===== config.mk =====
export PLATFORM = sky130hd
export DESIGN_NAME = motor_pwm_timer_set
export DESIGN_NICKNAME = d
export VERILOG_FILES = /design/src/core/motor_pwm_pkg.sv /design/src/core/timer_counter.sv /design/src/core/motor_pwm_timer_set.sv
export SDC_FILE = /design/constraint.sdc
export NUM_CORES = 2
export LEC_CHECK = 0
export BUFFER_PORTS_ARGS = -buffer_cell sky130_fd_sc_hd__buf_2
export CAP_MARGIN = 20
export CORE_MARGIN = 2
export CORE_UTILIZATION = 61
export DETAILED_ROUTE_END_ITERATION = 10
export PLACE_DENSITY = 0.78
export SKIP_LAST_GASP = 1
export SLEW_MARGIN = 20
export SYNTH_ARGS = -nofsm -noshare
export SYNTH_HDL_FRONTEND = slang
export SYNTH_SLANG_ARGS = --single-unit

===== constraint.sdc =====
create_clock -name CLK_SYS -period 2.99 [get_ports CLK_SYS]
set_input_delay 0.4485 -clock CLK_SYS [delete_from_list [all_inputs] [get_ports CLK_SYS]]
set_output_delay 0.4485 -clock CLK_SYS [all_outputs]
set_load 0.01 [all_outputs]

===== src/core/motor_pwm_pkg.sv =====
// shared constants for the motor pwm timer set: register map, control bits, reset values
package motor_pwm_pkg;

    // apb geometry
    localparam int          ADDR_W       = 8;
    localparam int          DATA_W       = 32;

    // timer numbering and channel allotment
    localparam int          NUM_TMR      = 3;
    localparam int          NUM_CH       = 9;
    localparam int          NUM_DT       = 7;
    localparam logic [1:0]  TMR_ADV      = 2'h0;
    localparam logic [1:0]  TMR_GEN      = 2'h1;
    localparam logic [1:0]  TMR_RED      = 2'h2;
    localparam logic [1:0]  TMR_GLOBAL   = 2'h3;
    localparam logic [3:0]  ADV_CH_NUM   = 4'h3;
    localparam logic [3:0]  GEN_CH_NUM   = 4'h4;
    localparam logic [3:0]  RED_CH_NUM   = 4'h2;
    localparam logic [3:0]  ADV_CH_BASE  = 4'h0;
    localparam logic [3:0]  GEN_CH_BASE  = 4'h3;
    localparam logic [3:0]  RED_CH_BASE  = 4'h7;

    // register offsets inside each timer's 64-byte block
    localparam logic [5:0]  REG_CTRL     = 6'h00;
    localparam logic [5:0]  REG_PSC      = 6'h04;
    localparam logic [5:0]  REG_ARR      = 6'h08;
    localparam logic [5:0]  REG_REP      = 6'h0C;
    localparam logic [5:0]  REG_CCMODE   = 6'h10;
    localparam logic [3:0]  REG_CCR_IDX  = 4'h5;
    localparam logic [5:0]  REG_DTG      = 6'h24;
    localparam logic [5:0]  REG_CNT      = 6'h28;
    // global block (timer slot 3)
    localparam logic [5:0]  REG_STATUS   = 6'h00;
    localparam logic [5:0]  REG_MASK     = 6'h04;

    // control register bits
    localparam int          CTRL_EN      = 0;
    localparam int          CTRL_DIR     = 1;
    localparam int          CTRL_OPM     = 2;
    localparam int          CTRL_MOE     = 3;
    localparam int          CTRL_COMP    = 4;
    localparam int          CTRL_LRST    = 5;
    localparam int          CTRL_LGATE   = 6;
    localparam int          CTRL_DMA     = 7;
    localparam int          CTRL_BRK     = 8;
    localparam int          CCMODE_CSEL  = 8;

    // channel modes, two bits per channel in the mode register
    localparam logic [1:0]  MODE_CMP     = 2'h0;
    localparam logic [1:0]  MODE_PWM     = 2'h1;
    localparam logic [1:0]  MODE_CAP     = 2'h2;

    // status bit positions
    localparam int          ST_UPD       = 0;
    localparam int          ST_CAP       = 3;
    localparam int          ST_BRK       = 9;
    localparam int          ST_W         = 10;

    // synchroniser lanes: 0..3 general pins, 4..5 reduced pins, 6 comparator, 7 brake pin
    localparam int          SYN_W        = 8;
    localparam int          SYN_CMP      = 6;
    localparam int          SYN_BRK      = 7;

    // values after reset
    localparam logic [15:0] RST_ARR      = 16'hFFFF;
    localparam logic [15:0] RST_ZERO16   = 16'h0000;
endpackage


===== src/core/timer_counter.sv =====
// one 16-bit up/down counter with prescaler, repetition count, one-pulse stop and link inputs
`timescale 1ns/100ps
module timer_counter (
    input  wire logic        clk,
    input  wire logic        nrst,
    input  wire logic        enable,
    input  wire logic        dir_down,
    input  wire logic        one_pulse,
    input  wire logic [15:0] psc,
    input  wire logic [15:0] arr,
    input  wire logic [15:0] rep,
    input  wire logic        ext_reset,
    input  wire logic        gate,
    output logic      [15:0] cnt,
    output logic             update,
    output logic             running
);
    logic [15:0] pre;
    logic [15:0] rep_left;
    logic        stopped;
    logic        tick;
    logic        wrap;

    // counting stops while gated by the master or after a one-pulse period
    assign running = enable & ~stopped & gate;
    assign tick    = running & (pre == psc);
    assign wrap    = tick & (dir_down ? (cnt == 16'h0000) : (cnt == arr));

    // prescaler divides the system clock by psc+1
    always_ff @(posedge clk or negedge nrst) begin
        if (!nrst) begin
            pre <= 16'h0000;
        end else if (!running || ext_reset || tick) begin
            pre <= 16'h0000;
        end else begin
            pre <= pre + 16'h0001;
        end
    end

    // main counter: up to arr then zero, or down to zero then arr
    always_ff @(posedge clk or negedge nrst) begin
        if (!nrst) begin
            cnt <= 16'h0000;
        end else if (ext_reset) begin
            cnt <= dir_down ? arr : 16'h0000;
        end else if (tick) begin
            if (dir_down) begin
                cnt <= (cnt == 16'h0000) ? arr : cnt - 16'h0001;
            end else begin
                cnt <= (cnt == arr) ? 16'h0000 : cnt + 16'h0001;
            end
        end
    end

    // repetition count: first update after one period, then one every rep+1 periods
    always_ff @(posedge clk or negedge nrst) begin
        if (!nrst) begin
            rep_left <= 16'h0000;
            update   <= 1'b0;
        end else begin
            update <= wrap & (rep_left == 16'h0000);
            if (wrap) begin
                rep_left <= (rep_left == 16'h0000) ? rep : rep_left - 16'h0001;
            end
        end
    end

    // one-pulse mode halts on the update; dropping enable re-arms it
    always_ff @(posedge clk or negedge nrst) begin
        if (!nrst) begin
            stopped <= 1'b0;
        end else if (!enable) begin
            stopped <= 1'b0;
        end else if (wrap && rep_left == 16'h0000 && one_pulse) begin
            stopped <= 1'b1;
        end
    end
endmodule


===== src/core/motor_pwm_timer_set.sv =====
// advanced, general and reduced pwm timers behind an apb register slave
//
// Overview of operation
// advanced timer: 16-bit up/down counter, prescaler
// advanced timer: three complementary pairs with dead time
// repetition count delays the update event
// comparator trip forces pwm into brake state
// timers linkable for sync and triggers
// general timer: 16-bit counter, four channels
// channels: capture, compare, pwm, one-pulse (capture on general and reduced channels only, advanced channels have none)
// general ch1/ch2 complements on ch3/ch4 pins
// reduced timer: 16-bit counter, two channels
// reduced channels full modes plus simple dead time
// comparator selectable as general capture trigger
// advanced and general timers raise dma requests
// timers provide adc start triggers
// dead time holds both pair outputs inactive
// counter reload issues maskable update event
`timescale 1ns/100ps
module motor_pwm_timer_set (
    input  wire logic        CLK_SYS,
    input  wire logic        NRST,
    input  wire logic        PSEL,
    input  wire logic        PENABLE,
    input  wire logic        PWRITE,
    input  wire logic [7:0]  PADDR,
    input  wire logic [31:0] PWDATA,
    output logic      [31:0] PRDATA,
    output logic             PREADY,
    output logic             PSLVERR,
    input  wire logic [3:0]  GEN_CH_IN,
    input  wire logic [1:0]  RED_CH_IN,
    input  wire logic        CURRENT_COMPARATOR,
    input  wire logic        BRAKE_INPUT,
    output logic      [2:0]  ADV_PWM_HI,
    output logic      [2:0]  ADV_PWM_LO,
    output logic      [3:0]  GEN_CH_OUT,
    output logic      [1:0]  RED_CH_OUT,
    output logic             IRQ,
    output logic      [1:0]  DMA_REQ,
    output logic      [2:0]  ADC_TRIG
);
    // timer that owns channel i: 0..2 advanced, 3..6 general, 7..8 reduced
    function automatic logic [1:0] timer_of(input int i);
        if (i < int'(motor_pwm_pkg::GEN_CH_BASE)) begin
            return motor_pwm_pkg::TMR_ADV;
        end else if (i < int'(motor_pwm_pkg::RED_CH_BASE)) begin
            return motor_pwm_pkg::TMR_GEN;
        end
        return motor_pwm_pkg::TMR_RED;
    endfunction

    // first channel index of a timer
    function automatic logic [3:0] ch_base(input logic [1:0] t);
        case (t)
            motor_pwm_pkg::TMR_ADV: return motor_pwm_pkg::ADV_CH_BASE;
            motor_pwm_pkg::TMR_GEN: return motor_pwm_pkg::GEN_CH_BASE;
            default:                return motor_pwm_pkg::RED_CH_BASE;
        endcase
    endfunction

    // number of compare registers a timer has
    function automatic logic [3:0] ch_num(input logic [1:0] t);
        case (t)
            motor_pwm_pkg::TMR_ADV: return motor_pwm_pkg::ADV_CH_NUM;
            motor_pwm_pkg::TMR_GEN: return motor_pwm_pkg::GEN_CH_NUM;
            default:                return motor_pwm_pkg::RED_CH_NUM;
        endcase
    endfunction

    logic [15:0] ctrl     [motor_pwm_pkg::NUM_TMR];
    logic [15:0] psc      [motor_pwm_pkg::NUM_TMR];
    logic [15:0] arr      [motor_pwm_pkg::NUM_TMR];
    logic [15:0] rep      [motor_pwm_pkg::NUM_TMR];
    logic [15:0] ccmode   [motor_pwm_pkg::NUM_TMR];
    logic [7:0]  dtg      [motor_pwm_pkg::NUM_TMR];
    logic [15:0] cnt      [motor_pwm_pkg::NUM_TMR];
    logic [15:0] cnt_prev [motor_pwm_pkg::NUM_TMR];
    logic [15:0] ccr      [motor_pwm_pkg::NUM_CH];
    logic [1:0]  mode     [motor_pwm_pkg::NUM_CH];
    logic [7:0]  dcnt     [motor_pwm_pkg::NUM_DT];
    logic [2:0]  upd;
    logic [2:0]  run;
    logic [2:0]  ext_rst;
    logic [2:0]  gate;
    logic [8:0]  tog;
    logic [8:0]  ch_ref;
    logic [8:0]  cap_evt;
    logic [6:0]  dref;
    logic [6:0]  hi_act;
    logic [6:0]  lo_act;
    logic [7:0]  syn_a;
    logic [7:0]  syn_b;
    logic [7:0]  syn_c;
    logic [9:0]  status;
    logic [9:0]  mask;
    logic [9:0]  evt;
    logic        brake;
    logic        trip;
    logic        setup;
    logic        wr;
    logic        rd_done;
    logic        hit_ok;
    logic        is_ccr;
    logic [3:0]  ccr_k;
    logic [3:0]  ccr_i;
    logic [31:0] rd_val;
    logic [1:0]  sel_t;
    logic [5:0]  sel_r;

    // pins and the comparator are asynchronous: two flops, then a third for edges
    always_ff @(posedge CLK_SYS or negedge NRST) begin
        if (!NRST) begin
            syn_a <= 8'h00;
            syn_b <= 8'h00;
            syn_c <= 8'h00;
        end else begin
            syn_a <= {BRAKE_INPUT, CURRENT_COMPARATOR, RED_CH_IN, GEN_CH_IN};
            syn_b <= syn_a;
            syn_c <= syn_b;
        end
    end

    // three identical counters; general follows advanced, reduced follows general
    generate
        for (genvar t = 0; t < motor_pwm_pkg::NUM_TMR; t++) begin : g_tmr
            if (t == 0) begin : g_master
                assign ext_rst[t] = 1'b0;
                assign gate[t]    = 1'b1;
            end else begin : g_slave
                assign ext_rst[t] = ctrl[t][motor_pwm_pkg::CTRL_LRST] & upd[t-1];
                assign gate[t]    = ~ctrl[t][motor_pwm_pkg::CTRL_LGATE] | run[t-1];
            end
            timer_counter u_cnt (
                .clk       (CLK_SYS),
                .nrst      (NRST),
                .enable    (ctrl[t][motor_pwm_pkg::CTRL_EN]),
                .dir_down  (ctrl[t][motor_pwm_pkg::CTRL_DIR]),
                .one_pulse (ctrl[t][motor_pwm_pkg::CTRL_OPM]),
                .psc       (psc[t]),
                .arr       (arr[t]),
                .rep       (rep[t]),
                .ext_reset (ext_rst[t]),
                .gate      (gate[t]),
                .cnt       (cnt[t]),
                .update    (upd[t]),
                .running   (run[t])
            );
        end
    endgenerate

    // apb decode: timer slot in the top two address bits, register below
    always_comb begin
        sel_t  = PADDR[7:6];
        sel_r  = PADDR[5:0];
        ccr_k  = PADDR[5:2] - motor_pwm_pkg::REG_CCR_IDX;
        is_ccr = (sel_t != motor_pwm_pkg::TMR_GLOBAL) && (PADDR[5:2] >= motor_pwm_pkg::REG_CCR_IDX)
                 && (ccr_k < ch_num(sel_t)) && (PADDR[1:0] == 2'h0);
        ccr_i  = ch_base(sel_t) + ccr_k;
        hit_ok = 1'b1;
        rd_val = 32'h0000_0000;
        if (PADDR[1:0] != 2'h0) begin
            hit_ok = 1'b0;
        end else if (sel_t == motor_pwm_pkg::TMR_GLOBAL) begin
            case (sel_r)
                motor_pwm_pkg::REG_STATUS: rd_val = {22'h000000, status};
                motor_pwm_pkg::REG_MASK:   rd_val = {22'h000000, mask};
                default:                   hit_ok = 1'b0;
            endcase
        end else if (is_ccr) begin
            rd_val = {16'h0000, ccr[ccr_i]};
        end else begin
            case (sel_r)
                motor_pwm_pkg::REG_CTRL:   rd_val = {16'h0000, ctrl[sel_t]};
                motor_pwm_pkg::REG_PSC:    rd_val = {16'h0000, psc[sel_t]};
                motor_pwm_pkg::REG_ARR:    rd_val = {16'h0000, arr[sel_t]};
                motor_pwm_pkg::REG_REP:    rd_val = {16'h0000, rep[sel_t]};
                motor_pwm_pkg::REG_CCMODE: rd_val = {16'h0000, ccmode[sel_t]};
                motor_pwm_pkg::REG_DTG:    rd_val = {24'h000000, dtg[sel_t]};
                motor_pwm_pkg::REG_CNT:    rd_val = {16'h0000, cnt[sel_t]};
                default:                   hit_ok = 1'b0;
            endcase
        end
    end

    assign setup   = PSEL & ~PENABLE;
    assign wr      = PSEL & PENABLE & PREADY & PWRITE & hit_ok;
    assign rd_done = PSEL & PENABLE & PREADY & ~PWRITE & hit_ok;

    // no wait state: data and ready prepared in the setup cycle, so the first access edge completes
    always_ff @(posedge CLK_SYS or negedge NRST) begin
        if (!NRST) begin
            PREADY  <= 1'b0;
            PRDATA  <= 32'h0000_0000;
            PSLVERR <= 1'b0;
        end else begin
            PREADY  <= setup;
            PSLVERR <= setup & ~hit_ok;
            if (setup) begin
                PRDATA <= PWRITE ? 32'h0000_0000 : rd_val;
            end
        end
    end

    // per-timer configuration registers
    always_ff @(posedge CLK_SYS or negedge NRST) begin
        if (!NRST) begin
            for (int t = 0; t < motor_pwm_pkg::NUM_TMR; t++) begin
                ctrl[t]   <= motor_pwm_pkg::RST_ZERO16;
                psc[t]    <= motor_pwm_pkg::RST_ZERO16;
                arr[t]    <= motor_pwm_pkg::RST_ARR;
                rep[t]    <= motor_pwm_pkg::RST_ZERO16;
                ccmode[t] <= motor_pwm_pkg::RST_ZERO16;
                dtg[t]    <= 8'h00;
            end
        end else if (wr && sel_t != motor_pwm_pkg::TMR_GLOBAL && !is_ccr) begin
            case (sel_r)
                motor_pwm_pkg::REG_CTRL:   ctrl[sel_t]   <= PWDATA[15:0];
                motor_pwm_pkg::REG_PSC:    psc[sel_t]    <= PWDATA[15:0];
                motor_pwm_pkg::REG_ARR:    arr[sel_t]    <= PWDATA[15:0];
                motor_pwm_pkg::REG_REP:    rep[sel_t]    <= PWDATA[15:0];
                motor_pwm_pkg::REG_CCMODE: ccmode[sel_t] <= PWDATA[15:0];
                motor_pwm_pkg::REG_DTG:    dtg[sel_t]    <= PWDATA[7:0];
                default:                   ;
            endcase
        end
    end

    // per-channel mode, and capture edges from pin or comparator
    always_comb begin
        for (int i = 0; i < motor_pwm_pkg::NUM_CH; i++) begin
            mode[i] = ccmode[timer_of(i)][2*(i - int'(ch_base(timer_of(i)))) +: 2];
        end
        cap_evt = 9'h000;
        for (int i = int'(motor_pwm_pkg::GEN_CH_BASE); i < motor_pwm_pkg::NUM_CH; i++) begin
            if (i < int'(motor_pwm_pkg::RED_CH_BASE)
                    && ccmode[motor_pwm_pkg::TMR_GEN][motor_pwm_pkg::CCMODE_CSEL + i - 3]) begin
                cap_evt[i] = syn_b[motor_pwm_pkg::SYN_CMP] & ~syn_c[motor_pwm_pkg::SYN_CMP];
            end else begin
                cap_evt[i] = syn_b[i - 3] & ~syn_c[i - 3];
            end
            cap_evt[i] = cap_evt[i] & (mode[i] == motor_pwm_pkg::MODE_CAP);
        end
    end

    // compare registers: a capture on the same edge as a write wins, as it is newer
    always_ff @(posedge CLK_SYS or negedge NRST) begin
        if (!NRST) begin
            for (int i = 0; i < motor_pwm_pkg::NUM_CH; i++) begin
                ccr[i] <= motor_pwm_pkg::RST_ZERO16;
            end
        end else begin
            for (int i = 0; i < motor_pwm_pkg::NUM_CH; i++) begin
                if (cap_evt[i]) begin
                    ccr[i] <= cnt[timer_of(i)];
                end else if (wr && is_ccr && ccr_i == 4'(i)) begin
                    ccr[i] <= PWDATA[15:0];
                end
            end
        end
    end

    // toggle-on-match needs the count to move, so a stopped timer does not chatter
    always_ff @(posedge CLK_SYS or negedge NRST) begin
        if (!NRST) begin
            tog <= 9'h000;
            for (int t = 0; t < motor_pwm_pkg::NUM_TMR; t++) begin
                cnt_prev[t] <= motor_pwm_pkg::RST_ZERO16;
            end
        end else begin
            for (int t = 0; t < motor_pwm_pkg::NUM_TMR; t++) begin
                cnt_prev[t] <= cnt[t];
            end
            for (int i = 0; i < motor_pwm_pkg::NUM_CH; i++) begin
                if (mode[i] == motor_pwm_pkg::MODE_CMP && cnt[timer_of(i)] == ccr[i]
                        && cnt[timer_of(i)] != cnt_prev[timer_of(i)]) begin
                    tog[i] <= ~tog[i];
                end
            end
        end
    end

    // reference level per channel; pwm is low while the counter is halted
    always_comb begin
        for (int i = 0; i < motor_pwm_pkg::NUM_CH; i++) begin
            case (mode[i])
                motor_pwm_pkg::MODE_PWM: ch_ref[i] = run[timer_of(i)] & (cnt[timer_of(i)] < ccr[i]);
                motor_pwm_pkg::MODE_CMP: ch_ref[i] = tog[i];
                default:                 ch_ref[i] = 1'b0;
            endcase
        end
    end

    // dead-time units: 0..2 advanced pairs, 3..4 general ch1/ch2, 5..6 reduced channels
    always_ff @(posedge CLK_SYS or negedge NRST) begin
        if (!NRST) begin
            dref <= 7'h00;
            for (int d = 0; d < motor_pwm_pkg::NUM_DT; d++) begin
                dcnt[d] <= 8'h00;
            end
        end else begin
            for (int d = 0; d < motor_pwm_pkg::NUM_DT; d++) begin
                if (dref[d] != ch_ref[(d < 5) ? d : d + 2]) begin
                    dref[d] <= ch_ref[(d < 5) ? d : d + 2];
                    dcnt[d] <= dtg[timer_of((d < 5) ? d : d + 2)];
                end else if (dcnt[d] != 8'h00) begin
                    dcnt[d] <= dcnt[d] - 8'h01;
                end
            end
        end
    end

    // both sides stay off until the dead interval has run out
    always_comb begin
        for (int d = 0; d < motor_pwm_pkg::NUM_DT; d++) begin
            hi_act[d] = dref[d] & (dcnt[d] == 8'h00);
            lo_act[d] = ~dref[d] & (dcnt[d] == 8'h00);
        end
    end

    // brake: comparator or brake pin; latched so a trip cannot glitch back into drive
    assign trip = ctrl[motor_pwm_pkg::TMR_ADV][motor_pwm_pkg::CTRL_BRK]
                  & (syn_b[motor_pwm_pkg::SYN_CMP] | syn_b[motor_pwm_pkg::SYN_BRK]);

    always_ff @(posedge CLK_SYS or negedge NRST) begin
        if (!NRST) begin
            brake <= 1'b0;
        end else if (trip) begin
            brake <= 1'b1;
        end else if (wr && sel_t == motor_pwm_pkg::TMR_ADV && sel_r == motor_pwm_pkg::REG_CTRL
                     && PWDATA[motor_pwm_pkg::CTRL_MOE]) begin
            brake <= 1'b0;
        end
    end

    // pin drivers, all registered; brake forces every advanced output low
    always_ff @(posedge CLK_SYS or negedge NRST) begin
        if (!NRST) begin
            ADV_PWM_HI <= 3'h0;
            ADV_PWM_LO <= 3'h0;
            GEN_CH_OUT <= 4'h0;
            RED_CH_OUT <= 2'h0;
        end else begin
            if (ctrl[motor_pwm_pkg::TMR_ADV][motor_pwm_pkg::CTRL_MOE] && !brake) begin
                ADV_PWM_HI <= hi_act[2:0];
                ADV_PWM_LO <= lo_act[2:0];
            end else begin
                ADV_PWM_HI <= 3'h0;
                ADV_PWM_LO <= 3'h0;
            end
            if (ctrl[motor_pwm_pkg::TMR_GEN][motor_pwm_pkg::CTRL_COMP]) begin
                GEN_CH_OUT <= {lo_act[4], lo_act[3], hi_act[4], hi_act[3]};
            end else begin
                GEN_CH_OUT <= ch_ref[6:3];
            end
            RED_CH_OUT <= hi_act[6:5];
        end
    end

    // dma requests and adc start triggers are one-cycle pulses on the update event
    always_ff @(posedge CLK_SYS or negedge NRST) begin
        if (!NRST) begin
            DMA_REQ  <= 2'h0;
            ADC_TRIG <= 3'h0;
        end else begin
            DMA_REQ  <= {upd[1] & ctrl[motor_pwm_pkg::TMR_GEN][motor_pwm_pkg::CTRL_DMA],
                         upd[0] & ctrl[motor_pwm_pkg::TMR_ADV][motor_pwm_pkg::CTRL_DMA]};
            ADC_TRIG <= upd;
        end
    end

    // event vector: updates, general and reduced captures, brake onset
    always_comb begin
        evt = 10'h000;
        evt[motor_pwm_pkg::ST_UPD +: 3] = upd;
        evt[motor_pwm_pkg::ST_CAP +: 6] = cap_evt[8:3];
        evt[motor_pwm_pkg::ST_BRK]      = trip & ~brake;
    end

    // sticky status cleared by reading it; an event in the clearing cycle survives
    always_ff @(posedge CLK_SYS or negedge NRST) begin
        if (!NRST) begin
            status <= 10'h000;
            mask   <= 10'h000;
        end else begin
            if (rd_done && sel_t == motor_pwm_pkg::TMR_GLOBAL && sel_r == motor_pwm_pkg::REG_STATUS) begin
                status <= evt;
            end else begin
                status <= status | evt;
            end
            if (wr && sel_t == motor_pwm_pkg::TMR_GLOBAL && sel_r == motor_pwm_pkg::REG_MASK) begin
                mask <= PWDATA[9:0];
            end
        end
    end

    // level interrupt, one cycle behind the status bits
    always_ff @(posedge CLK_SYS or negedge NRST) begin
        if (!NRST) begin
            IRQ <= 1'b0;
        end else begin
            IRQ <= |(status & mask);
        end
    end
endmodule


==> impl_results.md <==
- Result of the run: completed
- Drc violations: 0
- Total power per unit cell area: 565.0 nW/um^2
- P&R area growth vs syn: 15.36%
- Synth area leaders: sky130_fd_sc_hd__dfrtp_1, sky130_fd_sc_hd__mux2_2, sky130_fd_sc_hd__ha_1
- Post-Synthesis Mean Instance Area: 9.755 sq um
- Detailed Route Iter0 Violations: 4,738
- Area share of the largest cell type after synthesis: 40.29%
- Final Max Tran Viols: 0
- Worst skew pair latency: 0.66 ns
- Warnings from Yosys: 0
- CP required: 3.53 ns
- Utilization of the core after routing: 71.16%
- P_leak: 24.75 nW
- Worst slack on hold paths: 0.2737 ns
- Global Route met2 Usage: 62.45%
- Number of sinks on the clock net: 758
- Synth top cells by count: sky130_fd_sc_hd__dfrtp_1, sky130_fd_sc_hd__nor2_1, sky130_fd_sc_hd__nand2_1
- Number of placement rows: 98
- TritonCTS clock tree: yes
- H-tree depth reported by CTS: 3
- Total clock buffers created by CTS: 84
- Total vias in the final route: 37.86k
- Count leader, synth: sky130_fd_sc_hd__dfrtp_1
- Remaining antenna violation count: 0
- Clock period minus final worst setup slack: 2.937 ns
- Startpoint class of the critical path: flop
- Half-perimeter wire length of the detailed placement result: 112,700 um
- Final Net Count: 4,959
- Gate count after technology mapping: 4,520
- Initial antenna violation count: 9
- Mapped Area: 44,090 sq um
- Die Ht: 272.9 um
- FFs w/ async S/R, synth: 100.0%
- Fraction of final layout cells with drive strength greater than 1: 22.10%
- Cell type with the highest aggregate area in the netlist: sky130_fd_sc_hd__dfrtp_1
- Initial cell density of the core: 61.68%
- Gr ovfl total: 0
- Setup clock skew after layout: 0.03051 ns
- Max Fanout on Critical Path: 8
- Core Box Area: 71,490 sq um
- Actual slew at the worst max-slew pin: 1.188 ns
- Met3 usage: 10.17%
- Setup crit end kind: flop
- IO Count: 105
- Met1 Resource Use GR: 54.21%
- Busiest layer in global routing: met2
- Detail-routed via count per cell: 6.593
- Gr usage total: 41.97%
- Number of buffers between clock root and the deepest sink: 3
- First-pass detailed-route iteration total: 8
- Root buffer cell: sky130_fd_sc_hd__clkbuf_16
- Final Hold Violating Endpoints: 0
- Count of final setup violators: 0
- Post-layout instance area: 50,870 sq um
- Max Fclk: 340.5 MHz
- EDFF count, synth: 0
- Wire length of the first global-routing pass: 232,900 um
- Worst min path class: in -> reg
- Die outline area: 74,450 sq um
- Type of the setup path with the least slack: reg -> reg
- Width of the chip: 272.9 um
- Final period util: 98.21%
- Pin count of the biggest net entering global routing: 105
- Cell area after placement: 47,860 sq um
- Maximum Capacitance Violations: 0
- Count of distinct cell types in the synthesized netlist: 97
- Unrepaired setup endpoints after global routing: no
- Count of port buffers added during placement: 72
- Worst ir drop on vdd: 598.3 uV
- #FFs+latches synth: 758
- Ys flop type: sky130_fd_sc_hd__dfrtp_1
- Number of global-route vias before repair: 36.78k
- Mean routed wirelength per cell: 27.15 um
- Clock transition at the register clock pins on the worst setup and hold paths after CTS: 0.06 ns
- Worst path arrival time: 3.47 ns
- Drt total wl: 155,900 um
- Portion of the post-synthesis area used by sequential elements: 43.15%
- Worst slew slack as a fraction of its limit: 20.77%
- Global placement routability congestion: 1.061
## sequential cells by signal, indices dropped and copies added (netlist names), 16 cells and up
signal	flops
PRDATA	16
arr	48
ccmode	48
ccr	144
cnt_prev	48
ctrl	48
dcnt	56
dtg	24
g_tmr.u_cnt.cnt	48
g_tmr.u_cnt.pre	48
g_tmr.u_cnt.rep_left	48
psc	48
rep	48
## report_power, final
group	leakage (nW)	switching, W	internal, W
Combinational	13.8	0.00374	0.00254
Clock	1.42	0.00442	0.00638
Sequential	9.55	0.000726	0.0109
## critical path, cell delays in order, from the launching register on
cell and delay [ns]:
sky130_fd_sc_hd__dfrtp_1 0.39, sky130_fd_sc_hd__nand2b_2 0.21, sky130_fd_sc_hd__a211o_2 0.49, sky130_fd_sc_hd__a21oi_4 0.31
sky130_fd_sc_hd__nand4_1 0.20, sky130_fd_sc_hd__o31ai_2 0.32, sky130_fd_sc_hd__buf_4 0.22, sky130_fd_sc_hd__xor2_2 0.14
sky130_fd_sc_hd__buf_4 0.18, sky130_fd_sc_hd__mux2_2 0.35
## cell families after synthesis
group / count (synthesis) / share of synthesized area (%)
AO/OA/AOI/OAI: 881 / 12.24
XOR/XNOR: 264 / 5.295
adder cells (fa/ha/maj): 180 / 5.125
buffers and inverters: 525 / 4.937
flip-flops: 758 / 43.15
multiplexers: 544 / 14.27
other: 1 / 0.008505
AND/OR/NAND/NOR: 1367 / 14.98
## final cells by class
class	instances	area, sq um
diodes	4	10.01
clock inverters	23	347.8
multi-input cells	3252	23420
repair buffers	412	3517
fillers	5182	20620
well taps	950	1189
clock buffers	125	2529
inverters	218	823.3
flip-flops and latches	758	19030
## routing by layer
layer  vias to the layer above  part of all wire (%)
met4                         8                   8.3
met1                     18683                    38
met3                       555                    11
li1                      16412                     -
met2                      2201                    43
met5                         -                 0.028
## through the flow
step           setup WS (ns)  cells  total power, W  setup TNS [ns]
2_1_floorplan       -0.09177   4535         0.01559          -6.421
3_3_place_gp         -0.2412   5580         0.01769          -42.36
3_5_place_dp         -0.3237   5580         0.01788          -54.23
4_1_cts             0.003320   5737         0.02861               0
5_1_grt              0.01680   5739         0.02977               0
6_report             0.05347   5742         0.02874               0
## worst paths after layout
kind,cells past startpoint,endpoint,slack [ns],startpoint
worst max-delay path,9,dcnt[11]$_DFFE_PN0P_,0.05,g_tmr[0].u_cnt.stopped$_DFFE_PN0P_
worst min-delay path,4,PRDATA[9]$_DFFE_PN0P_,0.27,PWRITE
worst max register to register,9,dcnt[11]$_DFFE_PN0P_,0.05,g_tmr[0].u_cnt.stopped$_DFFE_PN0P_
worst min register to register,0,syn_b[5]$_DFF_PN0_,0.35,syn_a[5]$_DFF_PN0_
max in group asynchronous,4,arr[18]$_DFFE_PN1P_,1.66,NRST
min in group asynchronous,2,ccr[81]$_DFFE_PN0P_,0.33,NRST
## cell usage in the layout, fill, tap and decap left out, types with 123 or more instances in the layout
cell	n
sky130_fd_sc_hd__xor2_1	123
sky130_fd_sc_hd__dfrtp_1	710
sky130_fd_sc_hd__mux2i_1	156
sky130_fd_sc_hd__inv_1	215
sky130_fd_sc_hd__o21ai_0	196
sky130_fd_sc_hd__a21oi_1	307
sky130_fd_sc_hd__xnor2_1	134
sky130_fd_sc_hd__nand2_1	397
sky130_fd_sc_hd__mux2_2	281
sky130_fd_sc_hd__nor2_1	411
sky130_fd_sc_hd__buf_4	287
sky130_fd_sc_hd__ha_1	175
## repair_timing
item	4_1_cts	5_1_grt
endpoints found under the setup margin	23	26
pin swaps	1	1
setup buffers	0	1
hold buffers	9	0
endpoints found under the hold margin	49	0
resized for setup	1	5
Note: power is estimated with default switching activity, not from simulation.
